===== src/design/ugf_pkg.sv =====
// Package: register map, flag positions and timing for the global flag block
package ugf_pkg;
  localparam int unsigned ADDR_W = 8;
  localparam logic [7:0] OFS_STATUS = 8'h04;
  localparam logic [7:0] OFS_FLAG_CLEAR = 8'h08;
  localparam logic [7:0] OFS_FLAG_FORCE = 8'h0C;
  localparam logic [7:0] OFS_EN_STATE = 8'h10;
  localparam logic [7:0] OFS_EN_CLEAR = 8'h14;
  localparam logic [7:0] OFS_EN_FORCE = 8'h18;
  localparam logic [7:0] OFS_FRAME = 8'h20;
  localparam logic [7:0] OFS_CONTROL = 8'h24;
  localparam int unsigned BIT_IDLE = 0;
  localparam int unsigned BIT_SOF = 2;
  localparam int unsigned BIT_RST_DONE = 3;
  localparam int unsigned BIT_WAKE = 4;
  localparam int unsigned BIT_RSM_END = 5;
  localparam int unsigned BIT_UP_RSM = 6;
  localparam int unsigned EP_LSB = 12;
  localparam int unsigned EP_COUNT = 7;
  localparam int unsigned FRAME_W = 11;
  localparam int unsigned FRAME_LSB = 3;
  localparam int unsigned CTRL_FREEZE_BIT = 0;
  localparam logic [31:0] EVT_MASK = 32'h0000007D;
  localparam logic [31:0] EP_MASK = 32'h0007F000;
  localparam logic [31:0] FLAG_RESET = 32'h00000000;
  localparam logic [31:0] EN_RESET = 32'h00000000;
  localparam int unsigned CLK_MHZ = 100;
  localparam int unsigned IDLE_TIME_MS = 3;
  localparam int unsigned IDLE_CYCLES = IDLE_TIME_MS * 1000 * CLK_MHZ;
  localparam int unsigned IDLE_CNT_W = 19;
endpackage


===== src/design/ugf_idle_timer.sv =====
// Idle J state timer that raises the suspend event
`timescale 1ns/1ps
module ugf_idle_timer
  import ugf_pkg::*;
#(
  parameter int unsigned IDLE_LIMIT = IDLE_CYCLES
)
(
  // Clock and reset
  input wire logic clock,
  input wire logic rst,
  // Bus state
  input wire logic bus_idle_j,
  // Event out
  output logic idle_event
);
  typedef struct packed {
    logic [IDLE_CNT_W-1:0] count;
    logic fired;
    logic event_out;
  } ugf_idle_state_type;

  ugf_idle_state_type st_reg;
  ugf_idle_state_type st_next;

  always_comb
  begin
    st_next = st_reg;
    st_next.event_out = 1'b0;
    if (!bus_idle_j)
    begin
      st_next.count = '0;
      st_next.fired = 1'b0;
    end
    else if (!st_reg.fired)
    begin
      if (st_reg.count == IDLE_CNT_W'(IDLE_LIMIT - 1))
      begin
        st_next.fired = 1'b1;
        st_next.event_out = 1'b1;
      end
      else
      begin
        st_next.count = st_reg.count + 1'b1;
      end
    end
  end

  always_ff @(posedge clock)
  begin
    if (rst)
    begin
      st_reg <= '0;
    end
    else
    begin
      st_reg <= st_next;
    end
  end

  assign idle_event = st_reg.event_out;
endmodule


===== src/design/ugf_wake_detect.sv =====
// Wakeup detector: filters non-idle line activity, runs while frozen
`timescale 1ns/1ps
module ugf_wake_detect
  import ugf_pkg::*;
(
  // Clock and reset
  input wire logic clock,
  input wire logic rst,
  // Line activity
  input wire logic line_non_idle,
  input wire logic own_resume_active,
  // Event out
  output logic wake_event
);
  typedef struct packed {
    logic [1:0] filt;
    logic seen;
    logic event_out;
  } ugf_wake_state_type;

  ugf_wake_state_type st_reg;
  ugf_wake_state_type st_next;

  always_comb
  begin
    st_next = st_reg;
    st_next.event_out = 1'b0;
    st_next.filt = {st_reg.filt[0], line_non_idle & ~own_resume_active};
    if (st_reg.filt == 2'h3)
    begin
      if (!st_reg.seen)
      begin
        st_next.event_out = 1'b1;
      end
      st_next.seen = 1'b1;
    end
    else if (st_reg.filt == 2'h0)
    begin
      st_next.seen = 1'b0;
    end
  end

  // Not gated by the freeze control, so wakeup is seen while frozen
  always_ff @(posedge clock)
  begin
    if (rst)
    begin
      st_reg <= '0;
    end
    else
    begin
      st_reg <= st_next;
    end
  end

  assign wake_event = st_reg.event_out;
endmodule


===== src/design/ugf_global_irq.sv =====
// Global interrupt flags, enables and register port of the USB device
`timescale 1ns/1ps
module ugf_global_irq
  import ugf_pkg::*;
#(
  parameter int unsigned IDLE_LIMIT = IDLE_CYCLES
)
(
  // Clock and reset
  input wire logic clock,
  input wire logic rst,
  // Register port
  input wire logic [ADDR_W-1:0] reg_addr,
  input wire logic [31:0] reg_wdata,
  input wire logic reg_write,
  input wire logic reg_read,
  output logic [31:0] reg_rdata,
  // USB engine events
  input wire logic upstream_resume_sent,
  input wire logic own_resume_active,
  input wire logic resume_end_seen,
  input wire logic bus_reset_end_seen,
  input wire logic sof_seen,
  input wire logic [FRAME_W-1:0] sof_frame,
  input wire logic bus_idle_j,
  input wire logic line_non_idle,
  input wire logic [EP_COUNT-1:0] endpoint_irq_src,
  // Outputs
  output logic usb_irq,
  output logic controller_clock_freeze
);
  typedef struct packed {
    logic [31:0] flags;
    logic [31:0] enables;
    logic [FRAME_W-1:0] frame_counter_value;
    logic freeze;
    logic irq;
    logic [31:0] rdata;
  } ugf_state_type;

  ugf_state_type st_reg;
  ugf_state_type st_next;
  logic idle_event;
  logic wake_event;

  // Decode of a write strobe at one offset
  function automatic logic wr_hit(input logic [ADDR_W-1:0] a, input logic [7:0] ofs,
                                  input logic we);
    wr_hit = we && (a == ofs);
  endfunction

  ugf_idle_timer #(
    .IDLE_LIMIT(IDLE_LIMIT)
  ) u_idle (
    .clock(clock),
    .rst(rst),
    .bus_idle_j(bus_idle_j),
    .idle_event(idle_event)
  );

  ugf_wake_detect u_wake (
    .clock(clock),
    .rst(rst),
    .line_non_idle(line_non_idle),
    .own_resume_active(own_resume_active),
    .wake_event(wake_event)
  );

  logic [31:0] hw_set;
  logic [31:0] sw_clr;
  logic [31:0] sw_set;
  logic [31:0] en_clr;
  logic [31:0] en_set;

  always_comb
  begin
    hw_set = '0;
    hw_set[BIT_UP_RSM] = upstream_resume_sent;
    hw_set[BIT_RSM_END] = resume_end_seen;
    hw_set[BIT_WAKE] = wake_event;
    hw_set[BIT_RST_DONE] = bus_reset_end_seen;
    hw_set[BIT_SOF] = sof_seen;
    hw_set[BIT_IDLE] = idle_event;
    sw_clr = wr_hit(reg_addr, OFS_FLAG_CLEAR, reg_write) ? (reg_wdata & EVT_MASK) : '0;
    sw_set = wr_hit(reg_addr, OFS_FLAG_FORCE, reg_write) ? (reg_wdata & EVT_MASK) : '0;
    en_clr = wr_hit(reg_addr, OFS_EN_CLEAR, reg_write) ? reg_wdata : '0;
    en_set = wr_hit(reg_addr, OFS_EN_FORCE, reg_write) ? reg_wdata : '0;
  end

  logic [31:0] set_all;
  logic [31:0] evt_flags;
  logic [31:0] ep_flags;

  always_comb
  begin
    set_all = hw_set | sw_set;
    evt_flags = ((st_reg.flags & ~sw_clr) | set_all) & EVT_MASK;
    // Suspend and wake flags cancel each other when either is newly set
    if (set_all[BIT_IDLE])
    begin
      evt_flags[BIT_WAKE] = 1'b0;
    end
    if (set_all[BIT_WAKE])
    begin
      evt_flags[BIT_IDLE] = 1'b0;
    end
    ep_flags = '0;
    ep_flags[EP_LSB +: EP_COUNT] = endpoint_irq_src;
  end

  always_comb
  begin
    st_next = st_reg;
    st_next.flags = evt_flags | ep_flags;
    st_next.enables = ((st_reg.enables & ~en_clr) | en_set) & (EVT_MASK | EP_MASK);
    if (sof_seen)
    begin
      st_next.frame_counter_value = sof_frame;
    end
    if (wr_hit(reg_addr, OFS_CONTROL, reg_write))
    begin
      st_next.freeze = reg_wdata[CTRL_FREEZE_BIT];
    end
    st_next.irq = |(st_next.flags & st_next.enables);
    st_next.rdata = '0;
    if (reg_read)
    begin
      case (reg_addr)
        OFS_STATUS: st_next.rdata = st_reg.flags;
        OFS_EN_STATE: st_next.rdata = st_reg.enables;
        OFS_FRAME: st_next.rdata = {18'h00000, st_reg.frame_counter_value, 3'h0};
        OFS_CONTROL: st_next.rdata = {31'h00000000, st_reg.freeze};
        // Clear and force registers and unmapped offsets read zero
        default: st_next.rdata = '0;
      endcase
    end
  end

  always_ff @(posedge clock)
  begin
    if (rst)
    begin
      st_reg.flags <= FLAG_RESET;
      st_reg.enables <= EN_RESET;
      st_reg.frame_counter_value <= '0;
      st_reg.freeze <= 1'b0;
      st_reg.irq <= 1'b0;
      st_reg.rdata <= '0;
    end
    else
    begin
      st_reg <= st_next;
    end
  end

  assign reg_rdata = st_reg.rdata;
  assign usb_irq = st_reg.irq;
  assign controller_clock_freeze = st_reg.freeze;

  AST_UP_RESUME_SET: assert property (@(posedge clock) disable iff (rst)
    upstream_resume_sent |=> st_reg.flags[BIT_UP_RSM]) else $error("resume flag not set");
  AST_RSMEND_SET: assert property (@(posedge clock) disable iff (rst)
    resume_end_seen |=> st_reg.flags[BIT_RSM_END]) else $error("resume end flag not set");
  AST_RSTDONE_SET: assert property (@(posedge clock) disable iff (rst)
    bus_reset_end_seen |=> st_reg.flags[BIT_RST_DONE]) else $error("reset end flag missing");
  AST_SOF_FRAME: assert property (@(posedge clock) disable iff (rst)
    sof_seen |=> st_reg.flags[BIT_SOF] && st_reg.frame_counter_value == $past(sof_frame))
    else $error("sof flag or frame wrong");
  AST_WAKE_KILLS_IDLE: assert property (@(posedge clock) disable iff (rst)
    wake_event && !idle_event |=> st_reg.flags[BIT_WAKE] && !st_reg.flags[BIT_IDLE])
    else $error("wake did not clear suspend");
  AST_IDLE_KILLS_WAKE: assert property (@(posedge clock) disable iff (rst)
    idle_event && !wake_event |=> st_reg.flags[BIT_IDLE] && !st_reg.flags[BIT_WAKE])
    else $error("suspend did not clear wake");
  AST_CLR_WORKS: assert property (@(posedge clock) disable iff (rst)
    wr_hit(reg_addr, OFS_FLAG_CLEAR, reg_write) && reg_wdata[BIT_SOF] && !sof_seen
    |=> !st_reg.flags[BIT_SOF]) else $error("flag clear failed");
  AST_SET_WINS: assert property (@(posedge clock) disable iff (rst)
    wr_hit(reg_addr, OFS_FLAG_CLEAR, reg_write) && reg_wdata[BIT_RST_DONE] && bus_reset_end_seen
    |=> st_reg.flags[BIT_RST_DONE]) else $error("event lost to clear");
  AST_FORCE_WORKS: assert property (@(posedge clock) disable iff (rst)
    wr_hit(reg_addr, OFS_FLAG_FORCE, reg_write) && reg_wdata[BIT_RSM_END]
    |=> st_reg.flags[BIT_RSM_END]) else $error("flag force failed");
  AST_EN_CLEAR: assert property (@(posedge clock) disable iff (rst)
    wr_hit(reg_addr, OFS_EN_CLEAR, reg_write) && reg_wdata[EP_LSB]
    && !wr_hit(reg_addr, OFS_EN_FORCE, reg_write) |=> !st_reg.enables[EP_LSB])
    else $error("enable clear failed");
  AST_EN_RANGE: assert property (@(posedge clock) disable iff (rst)
    (st_reg.enables & ~(EVT_MASK | EP_MASK)) == '0) else $error("bad enable bit");
  AST_IRQ_GATE: assert property (@(posedge clock) disable iff (rst)
    ##1 usb_irq == |(st_reg.flags & st_reg.enables)) else $error("irq mismatch");
  AST_RD_ZERO: assert property (@(posedge clock) disable iff (rst)
    reg_read && (reg_addr == OFS_EN_CLEAR || reg_addr == OFS_FLAG_CLEAR)
    |=> reg_rdata == '0) else $error("write-only reads nonzero");
endmodule


===== config.mk =====
export PLATFORM = sky130hd
export DESIGN_NAME = ugf_global_irq
export DESIGN_NICKNAME = d
export VERILOG_FILES = /design/src/design/ugf_pkg.sv /design/src/design/ugf_idle_timer.sv /design/src/design/ugf_wake_detect.sv /design/src/design/ugf_global_irq.sv
export SDC_FILE = /design/constraint.sdc
export NUM_CORES = 1
export LEC_CHECK = 0
export ABC_AREA = 1
export BUFFER_PORTS_ARGS = -buffer_cell sky130_fd_sc_hd__buf_2
export CAP_MARGIN = 15
export CORE_AREA = 2 2 87 89
export DETAILED_ROUTE_END_ITERATION = 7
export DIE_AREA = 0 0 89 91
export HOLD_SLACK_MARGIN = 0.12
export PLACE_DENSITY = 0.86
export SETUP_SLACK_MARGIN = 0.2
export SYNTH_ARGS = -nofsm -noshare
export SYNTH_HDL_FRONTEND = slang
export SYNTH_SLANG_ARGS = --single-unit

===== constraint.sdc =====
create_clock -name clock -period 4.97 [get_ports clock]
set_input_delay 0.2485 -clock clock [delete_from_list [all_inputs] [get_ports clock]]
set_output_delay 0.2485 -clock clock [all_outputs]
set_load 0.01 [all_outputs]

=== Yosys cells after proc, flatten, opt, wreduce, memory -nomap -nowiden ===
Index checks and enable logic that the tools add are counted.

* Logic and storage cells: 64
* Input port bits: 69
* Output and inout port bits: 34
* Flip-flop bits (word level): 102

* Equal/unequal tests: 10
* Reduce and logical (&&, ||, !) cells: 13
* Bitwise gates (word level): 16
* Add/subtract/negate cells: 1
* Mux-type cells: 12

{| class="wikitable"
|+ Operators by type and width
! operator !! count
|-
| $pmux W19 S4 || 1
|-
| $and A19 B19 Y19 || 2
|-
| $mux W19 || 2
|-
| $reduce_or A32 Y1 || 1
|-
| $eq A8 B5 Y1 const B || 3
|-
| $add A19 B1 Y19 const B || 1
|-
| $eq A19 B19 Y1 const B || 1
|-
| $not A19 Y19 || 1
|-
| $or A19 B19 Y19 || 1
|-
| $or A7 B19 Y19 || 1
|-
| $eq A8 B4 Y1 const B || 2
|-
| $eq A8 B6 Y1 const B || 2
|-
| $mux W7 || 2
|-
| $or A7 B7 Y7 || 2
|-
| $eq A8 B3 Y1 const B || 1
|-
| $and A7 B7 Y7 || 1
|-
| $not A7 Y7 || 1
|-
| $not A1 Y1 || 6
|-
| $reduce_or A2 Y1 || 3
|-
| $logic_and A1 B1 Y1 || 5
|-
| $mux W1 || 5
|-
| $mux W2 || 2
|-
| $reduce_or A3 Y1 || 1
|-
| $eq A2 B2 Y1 const B || 1
|-
| other kinds (4) || 4
|}

=== Logic depth before layout (Yosys ltp) ===
Gate-level depths: netlist of the first run.

* Depth after elaboration: 10
* Gate-level depth with buffers: 14

=== Modules after synthesis ===
From an unflattened synthesis of the first run, not the netlist that was laid out.

* Cells, all modules: 591
* Area, all modules: 4166.5 um^2

{| class="wikitable"
|+ By module, submodules not included
! module !! instances !! area each (um^2) !! cells an instance
|-
| ugf_global_irq || 1 || 2763.9 || 386
|-
| ugf_idle_timer || 1 || 1255.0 || 188
|-
| ugf_wake_detect || 1 || 147.6 || 17
|}

=== Least setup slack after synthesis of the first run ===
No wires, ideal clock.

* Path type: flip-flop to flip-flop
* From: register u_idle.st_reg[2] (netlist bit)
* To: register u_idle.st_reg[2] (netlist bit)
* Path buffers: 1
* Data required time: 4.846 ns
* Period minus slack after synthesis: 1.711 ns
* Stages on the path, launching flop included: 10
* Arrival time: 1.587 ns
* Setup time: 0.124 ns
* Path slack: 3.259 ns
* Path through: dfxtp_1 > ha_1 > nand3_2 > nor4_1 > nand4_1 > nand2_2 > inv_2 > buf_2 > o21ai_0 > a21oi_1

* Longest elaborated chain between the ends: 3
* Elaborated cells between the ends (all ways): 4
* Those cells by class: add/sub: 1; eq/ne: 1; bitwise: 1; reduce/logical: 1

{| class="wikitable"
|+ Ends and longest elaborated chain
! item !! line !! RTL
|-
| start, declared || ugf_idle_timer.sv:23 || <nowiki>ugf_idle_state_type st_reg;</nowiki>
|-
| start signal, assigned || ugf_idle_timer.sv:57 || <nowiki>st_reg <= st_next;</nowiki>
|-
| branches (longest 3 deep; another with $add A19 B1 Y19) || -- ||
|}

Parallel ways; which one is timed is not known.
A chain may end at the register's enable or synchronous reset.

=== Worst setup path in the final report of the first run ===
Same ends and word-level chain as after synthesis.

==> metrics.csv, run 1 <==
metric,value,unit
outcome,"complete, no violations",
Slew HR,25.2,%
Longest Clk Path Bufs,2,
DIE WIDTH,89,um
Critical Path End Type,flip-flop,
synthesized cell area,0.00387,mm^2
RSZ-0062 raised after global routing,no,
via count,3566,
combinational family with the most area after synthesis,simple AND/OR/NAND/NOR gates,
TritonCTS clock tree,built,
Worst Path Arrival,2.47,ns
Multi-input gate area,0.00178,mm^2
vias per inst,4.99,
Syn Area/Cell,7.02,um^2
WS Path Type,reg2reg,
"Setup violations, final",0,
Iteration-0 DRC Markers,166,
fmax,448,MHz
Clock Tree Root,clkbuf_8,
FF+latch area,0.00164,mm^2
max_cap viols,0,
Rows,31,
Num CTS Buffers,9,
Final Max Tran Viols,0,
GRT Overall Usage,22.8,%
yosys warns,0,
CORE AREA,0.00714,mm^2
grt total ovfl,0,
DRC violations left,0,
worst min path class,in2reg,
"commonest cells after routing, fill and taps aside","nand2_1 (172), dfxtp_1 (82), buf_2 (69), nor2_1 (54), a21oi_1 (49)",
DP HPWL,6.24,mm
clock slew at reported path FFs,0.09,ns
insertion delay to the later sink of the worst-skew pair,0.35,ns
Post-layout nets,682,
max reg flops,37,
PD cells,274,mW/mm^2
setup TNS,0,ns
IO Count,103,
Final period util,44.9,%
DR pass1 iterations,4,
ANT nets after route,0,
final WL,8.86,mm
fraction of the mapped netlist area in simple logic gates,31.6,%
final critical-path required period,2.23,ns
vias in the first global route,3494,
CTS Sinks,82,
Synth cell types,31,
Compound-Gate Fraction of Synth Area,9.72,%
area delta synth->final,12.6,%
starting density of the core,54.3,%
Worst Tran Pin Value,1.12,ns
post-synthesis sequential area ratio,42.4,%
proportion of synthesized area in mux cells,0,%
maximum fanout along the worst path,21,
largest net degree at the start of global routing,31,
gpl congestion,0.892,
share of layout cells above drive strength 1,16.2,%
adder-cell share of the synthesized area,0.646,%
Buffers on Ports,69,
"commonest non-fill, non-tap cell in the layout",nand2_1,
H-tree levels,3,
# diodes,0,
setup bufs post-CTS,0,
first-pass GRT wire length,14.7,mm
Required @ worst endpoint,5.20,ns
Die ar.,0.00810,mm^2
initial antenna violation count,0,
startpoint types,flip-flop,
Wirelength per Cell,12.4,um
"flops & latches, synth",82,
static leakage,0.00191,uW
die height,91,um
clock skew,0.0181,ns
final hold violations,0,
Syn Inst Count,552,
Fillers,672,
worst vdd ir,0.000135,V
post-synthesis xor/xnor area fraction,2.49,%
Tot Pwr,1190,uW
==> area by class of cell <==
class / count / share of cell area [%]
clock inverter: 6 / 1.12
multi-input combinational: 389 / 40.7
sequential: 82 / 37.6
timing repair buffer: 81 / 10.7
inverter: 48 / 4.13
clock buffer: 10 / 2.93
tap: 99 / 2.84
==> per-stage QoR <==
step / hold WS, ns / instance area, um^2 / setup WS [ns] / std cells / utilization (%)
2_1_floorplan: 0.320 / 3920 / 3.26 / 565 / -
3_3_place_gp: 0.399 / 4070 / 2.68 / 687 / 57.0
3_5_place_dp: 0.409 / 4070 / 2.68 / 687 / 57.0
4_1_cts: 0.121 / 4360 / 2.73 / 715 / 61.1
5_1_grt: 0.121 / 4360 / 2.46 / 715 / 61.1
6_report: 0.123 / 4360 / 2.74 / 715 / 61.1
==> critical path: stages, from the launching register on <==
cell and delay, ns:
dfxtp_1 0.47, ha_1 0.27, nand3_2 0.15, nor4_1 0.18
nand4_1 0.19, nand2_2 0.33, inv_2 0.23, o21ai_0 0.21
a21oi_1 0.05
==> Yosys cell counts, drive strengths merged <==
cell,count,area [um^2]
a21oi,49,245
a31o,1,8.76
and3,1,6.26
a31oi,4,25.0
o21ai,18,90.1
o31ai,1,7.51
nand3b,1,7.51
nor3,14,70.1
buf,39,290
nand3,25,135
ha,2,25.0
inv,48,180
xor2,7,61.3
nor2,60,255
conb,1,3.75
nand2,177,682
xnor2,4,35.0
nor4,4,25.0
clkbuf,7,36.3
nand4,7,43.8
dfxtp,82,1640
==> report_power, final <==
group / leakage [uW] / switching, uW / internal (uW)
Combinational: 0.00117 / 49.1 / 31.2
Sequential: 0.000667 / 6.65 / 670
Clock: 0.0000795 / 251 / 186
==> worst paths after layout <==
check | depth (start not counted) | to | slack (ns) | startpoint
setup reg to reg | 8 | u_idle.st_reg[2]$_SDFFE_PP0P_ | 2.74 | u_idle.st_reg[2]$_SDFFE_PP0P_
hold reg to reg | 1 | u_idle.idle_event$_SDFF_PP0_ | 0.43 | u_idle.st_reg[1]$_SDFF_PP0_
setup / recovery | 8 | u_idle.st_reg[2]$_SDFFE_PP0P_ | 2.74 | u_idle.st_reg[2]$_SDFFE_PP0P_
hold / removal | 3 | st_reg[34]$_SDFFE_PP0P_ | 0.12 | sof_frame[0]
==> cells by family after synthesis <==
kind of cell / count (synthesis)
AND/OR/NAND/NOR: 289
buffers and inverters: 94
flip-flops: 82
AO/OA/AOI/OAI: 73
XOR/XNOR: 11
adder cells (fa/ha/maj): 2
other: 1
==> timing repair <==
item / 4_1_cts / 5_1_grt
hold buffers: 12 / 0
setup endpoints to repair: 0 / 0
endpoints found under the hold margin: 11 / 0
resized for setup: 0 / 0
==> layer usage <==
layer	share of wire [%]	global-route usage, %
met4	3.2	11.1
met5	0	0
met2	49	39.1
met3	7.1	6.00
met1	41	25.5
No activity file was read; power rests on OpenSTA's default activity.
==> run 2, diff against run 1 <==
--- a/config.mk
+++ b/config.mk
@@ -8,11 +8,11 @@
 export ABC_AREA = 1
 export BUFFER_PORTS_ARGS = -buffer_cell sky130_fd_sc_hd__buf_2
 export CAP_MARGIN = 15
-export CORE_AREA = 2 2 87 89
+export CORE_AREA = 2 2 89 91
 export DETAILED_ROUTE_END_ITERATION = 7
-export DIE_AREA = 0 0 89 91
+export DIE_AREA = 0 0 91 93
 export HOLD_SLACK_MARGIN = 0.12
-export PLACE_DENSITY = 0.86
+export PLACE_DENSITY = 0.83
 export SETUP_SLACK_MARGIN = 0.2
 export SYNTH_ARGS = -nofsm -noshare
 export SYNTH_HDL_FRONTEND = slang
==> constraint.sdc (replaced) <==
create_clock -name clock -period 2.2 [get_ports clock]
set_input_delay 0.11 -clock clock [delete_from_list [all_inputs] [get_ports clock]]
set_output_delay 0.11 -clock clock [all_outputs]
set_load 0.01 [all_outputs]
==> run 2 against run 1 <==
  * Combinational power increased to 2.9 times the previous value
  * Design area increased by 9.1%
  * Worst hold slack improved by 0.034 ns
  * Register-to-register slack got worse by 2.3 ns
  * Utilization increased by 2.1 points
  * Largest power group unchanged
  * First-iteration DRC count increased by 25%
  * Routed wire length increased by 6.6%
==> metrics.csv, run 2 (same netlist as run 1, synthesis figures left out) <==
metric,value,unit,change
maximum fanout along the worst path,4,,was 21
worst min path class,in2reg,,unchanged
Final Max Tran Viols,0,,unchanged
reg2reg start,u_idle.st_reg[3]$_SDFFE_PP0P_,,was u_idle.st_reg[2]$_SDFFE_PP0P_
dpl cells,698,,was 687
Reg2Reg Setup Slack,0.41,ns,was 2.74 ns
H-tree levels,3,,unchanged
Critical Path End Type,flip-flop,,unchanged
Die ar.,0.00846,mm^2,was 0.00810 mm^2
Wirelength per Cell,12.5,um,was 12.4 um
static leakage,0.00210,uW,was 0.00191 uW
vias in the first global route,3694,,"was 3,494"
insertion delay to the later sink of the worst-skew pair,0.35,ns,about the same
CORE AREA,0.00753,mm^2,was 0.00714 mm^2
Rows,32,,was 31
GRT Overall Usage,22.8,%,about the same
final WL,9.45,mm,was 8.86 mm
worst path bufs/invs,4,,was 1
DR pass1 iterations,5,,was 4
Non-Filler Instances,756,,was 715
Worst Path Arrival,2.19,ns,was 2.47 ns
clock slew at reported path FFs,0.08,ns,was 0.09 ns
Slew HR,50.1,%,was 25.2%
Clock Tree Root,clkbuf_8,,unchanged
RSZ-0062 raised after global routing,yes,,was no
Required @ worst endpoint,2.44,ns,was 5.20 ns
vias per inst,5.08,,was 4.99
Buffers on Ports,69,,unchanged
Tot Pwr,2850,uW,was 1190 uW
Final period util,88.4,%,
grt total ovfl,0,,unchanged
area delta synth->final,22.9,%,was 12.6%
Fillers,644,,was 672
final hold violations,0,,unchanged
outcome,"complete, no violations",,unchanged
"Setup violations, final",0,,unchanged
final critical-path required period,1.95,ns,
max reg flops,37,,unchanged
Worst path slowest cell,dlygate4sd3_1,,was dfxtp_1
Worst Tran Pin Value,0.743,ns,was 1.12 ns
CP max stage delay,0.59,ns,was 0.47 ns
fin util,63.2,%,was 61.1%
DRC violations left,0,,unchanged
WS Path Type,in2reg,,was reg2reg
TritonCTS clock tree,built,,unchanged
"commonest non-fill, non-tap cell in the layout",nand2_1,,unchanged
gpl congestion,0.954,,was 0.892
worst reg2reg path endpoint,u_idle.st_reg[8]$_SDFFE_PP0P_,,was u_idle.st_reg[2]$_SDFFE_PP0P_
DIE WIDTH,91,um,was 89 um
DP HPWL,6.29,mm,was 6.24 mm
die height,93,um,was 91 um
Top Family by Delay on Critical Path,buffers and inverters,,was simple AND/OR/NAND/NOR gates
via count,3841,,"was 3,566"
Longest Clk Path Bufs,2,,unchanged
largest net degree at the start of global routing,30,,was 31
fmax,514,MHz,
startpoint types,input pin,,was flip-flop
worst vdd ir,0.000409,V,was 0.000135 V
CP dominant cell by count,dlygate4sd3_1,,
PD cells,598,mW/mm^2,was 274 mW/mm^2
worst path cell trace,dlygate4sd3_1 > buf_2 > a21oi_2 > dlygate4sd3_1 > a21oi_1 > dlygate4sd3_1,,was ha_1 > nand3_2 > nor4_1 > nand4_1 > nand2_2 > inv_2 > o21ai_0 > a21oi_1
setup TNS,0,ns,unchanged
CP Launch Point,reg_wdata[3],,was u_idle.st_reg[2]$_SDFFE_PP0P_
# diodes,0,,unchanged
crit path to,st_reg[80]$_SDFF_PP0_,,was u_idle.st_reg[2]$_SDFFE_PP0P_
Iteration-0 DRC Markers,208,,was 166
Reg2Reg Depth,9,,was 8
max_cap viols,0,,unchanged
ANT nets after route,0,,unchanged
IO Count,103,,unchanged
share of layout cells above drive strength 1,17.1,%,was 16.2%
"commonest cells after routing, fill and taps aside","nand2_1 (172), dfxtp_1 (82), buf_2 (69), nor2_1 (53), a21oi_1 (48)",,"was nand2_1 (172), dfxtp_1 (82), buf_2 (69), nor2_1 (54), a21oi_1 (49)"
Post-layout nets,720,,was 682
initial antenna violation count,0,,unchanged
Num CTS Buffers,9,,unchanged
CTS Sinks,82,,unchanged
clock skew,0.0124,ns,was 0.0181 ns
first-pass GRT wire length,15.8,mm,was 14.7 mm
starting density of the core,51.5,%,was 54.3%
Crit path depth,6,,was 8
-- run 2: layout make-up --
cell class	count	area [um^2]	share of cell area, %
multi-input cells	389	1790	37.7
flip-flops and latches	82	1640	34.5
repair buffers	119	821	17.2
inverters	48	180	3.78
clock buffers	12	145	3.05
well taps	102	128	2.68
clock inverters	4	51.3	1.08
-- run 2: how the worst min path moves through the flow --
| stage | startpoint | endpoint | slack (ns) | depth (start not counted) |
|---|---|---|---|---|
| after floorplan | own_resume_active | u_wake.st_next[3]$_SDFF_PP0_ | 0.18 | 1 |
| after global placement | own_resume_active | u_wake.st_next[3]$_SDFF_PP0_ | 0.27 | 2 |
| after detailed placement | own_resume_active | u_wake.st_next[3]$_SDFF_PP0_ | 0.28 | 2 |
| after CTS | reg_write | controller_clock_freeze$_SDFFE_PP0P_ | 0.13 | 3 |
| after global routing | reg_write | controller_clock_freeze$_SDFFE_PP0P_ | 0.20 | 3 |
| final | reg_write | controller_clock_freeze$_SDFFE_PP0P_ | 0.16 | 3 |
-- run 2: what timing repair did --
item,CTS,global route
resized for setup,0,6
setup buffers,0,2
hold endpoints to repair,36,0
hold buffers,40,0
setup endpoints to repair,0,18
-- run 2: metal layers --
layer | part of all wire [%] | global-route usage, % | wire (um)
met1 | 40 | 26.3 | 3750
met2 | 50 | 41.2 | 4700
met3 | 8.1 | 4.67 | 768
met4 | 2.4 | 9.85 | 224
met5 | 0 | 0 | 0
-- run 2: worst register-to-register path: stages, from the launching register on --
cell	delay [ns]
dfxtp_1	0.38
ha_2	0.23
nand3_2	0.14
nor4_1	0.20
nand4_1	0.23
nand2_4	0.13
inv_2	0.14
nand3_1	0.11
nand2_1	0.05
a21oi_1	0.13
-- run 2: power breakdown --
part | leakage, uW | switching, uW | internal, uW | total (uW)
registers | 0.000667 | 13.8 | 1510 | 1530
clock network | 0.0000966 | 534 | 557 | 1090
logic | 0.00133 | 123 | 108 | 230
-- run 2: stage by stage --
| step | setup slack (ns) | area, um^2 | hold WS [ns] |
|---|---|---|---|
| 2_1_floorplan | 0.489 | 3920 | 0.182 |
| 3_3_place_gp | 0.387 | 4130 | 0.273 |
| 3_5_place_dp | 0.307 | 4130 | 0.276 |
| 4_1_cts | 0.217 | 4730 | 0.134 |
| 5_1_grt | 0.217 | 4760 | 0.196 |
| 6_report | 0.254 | 4760 | 0.157 |
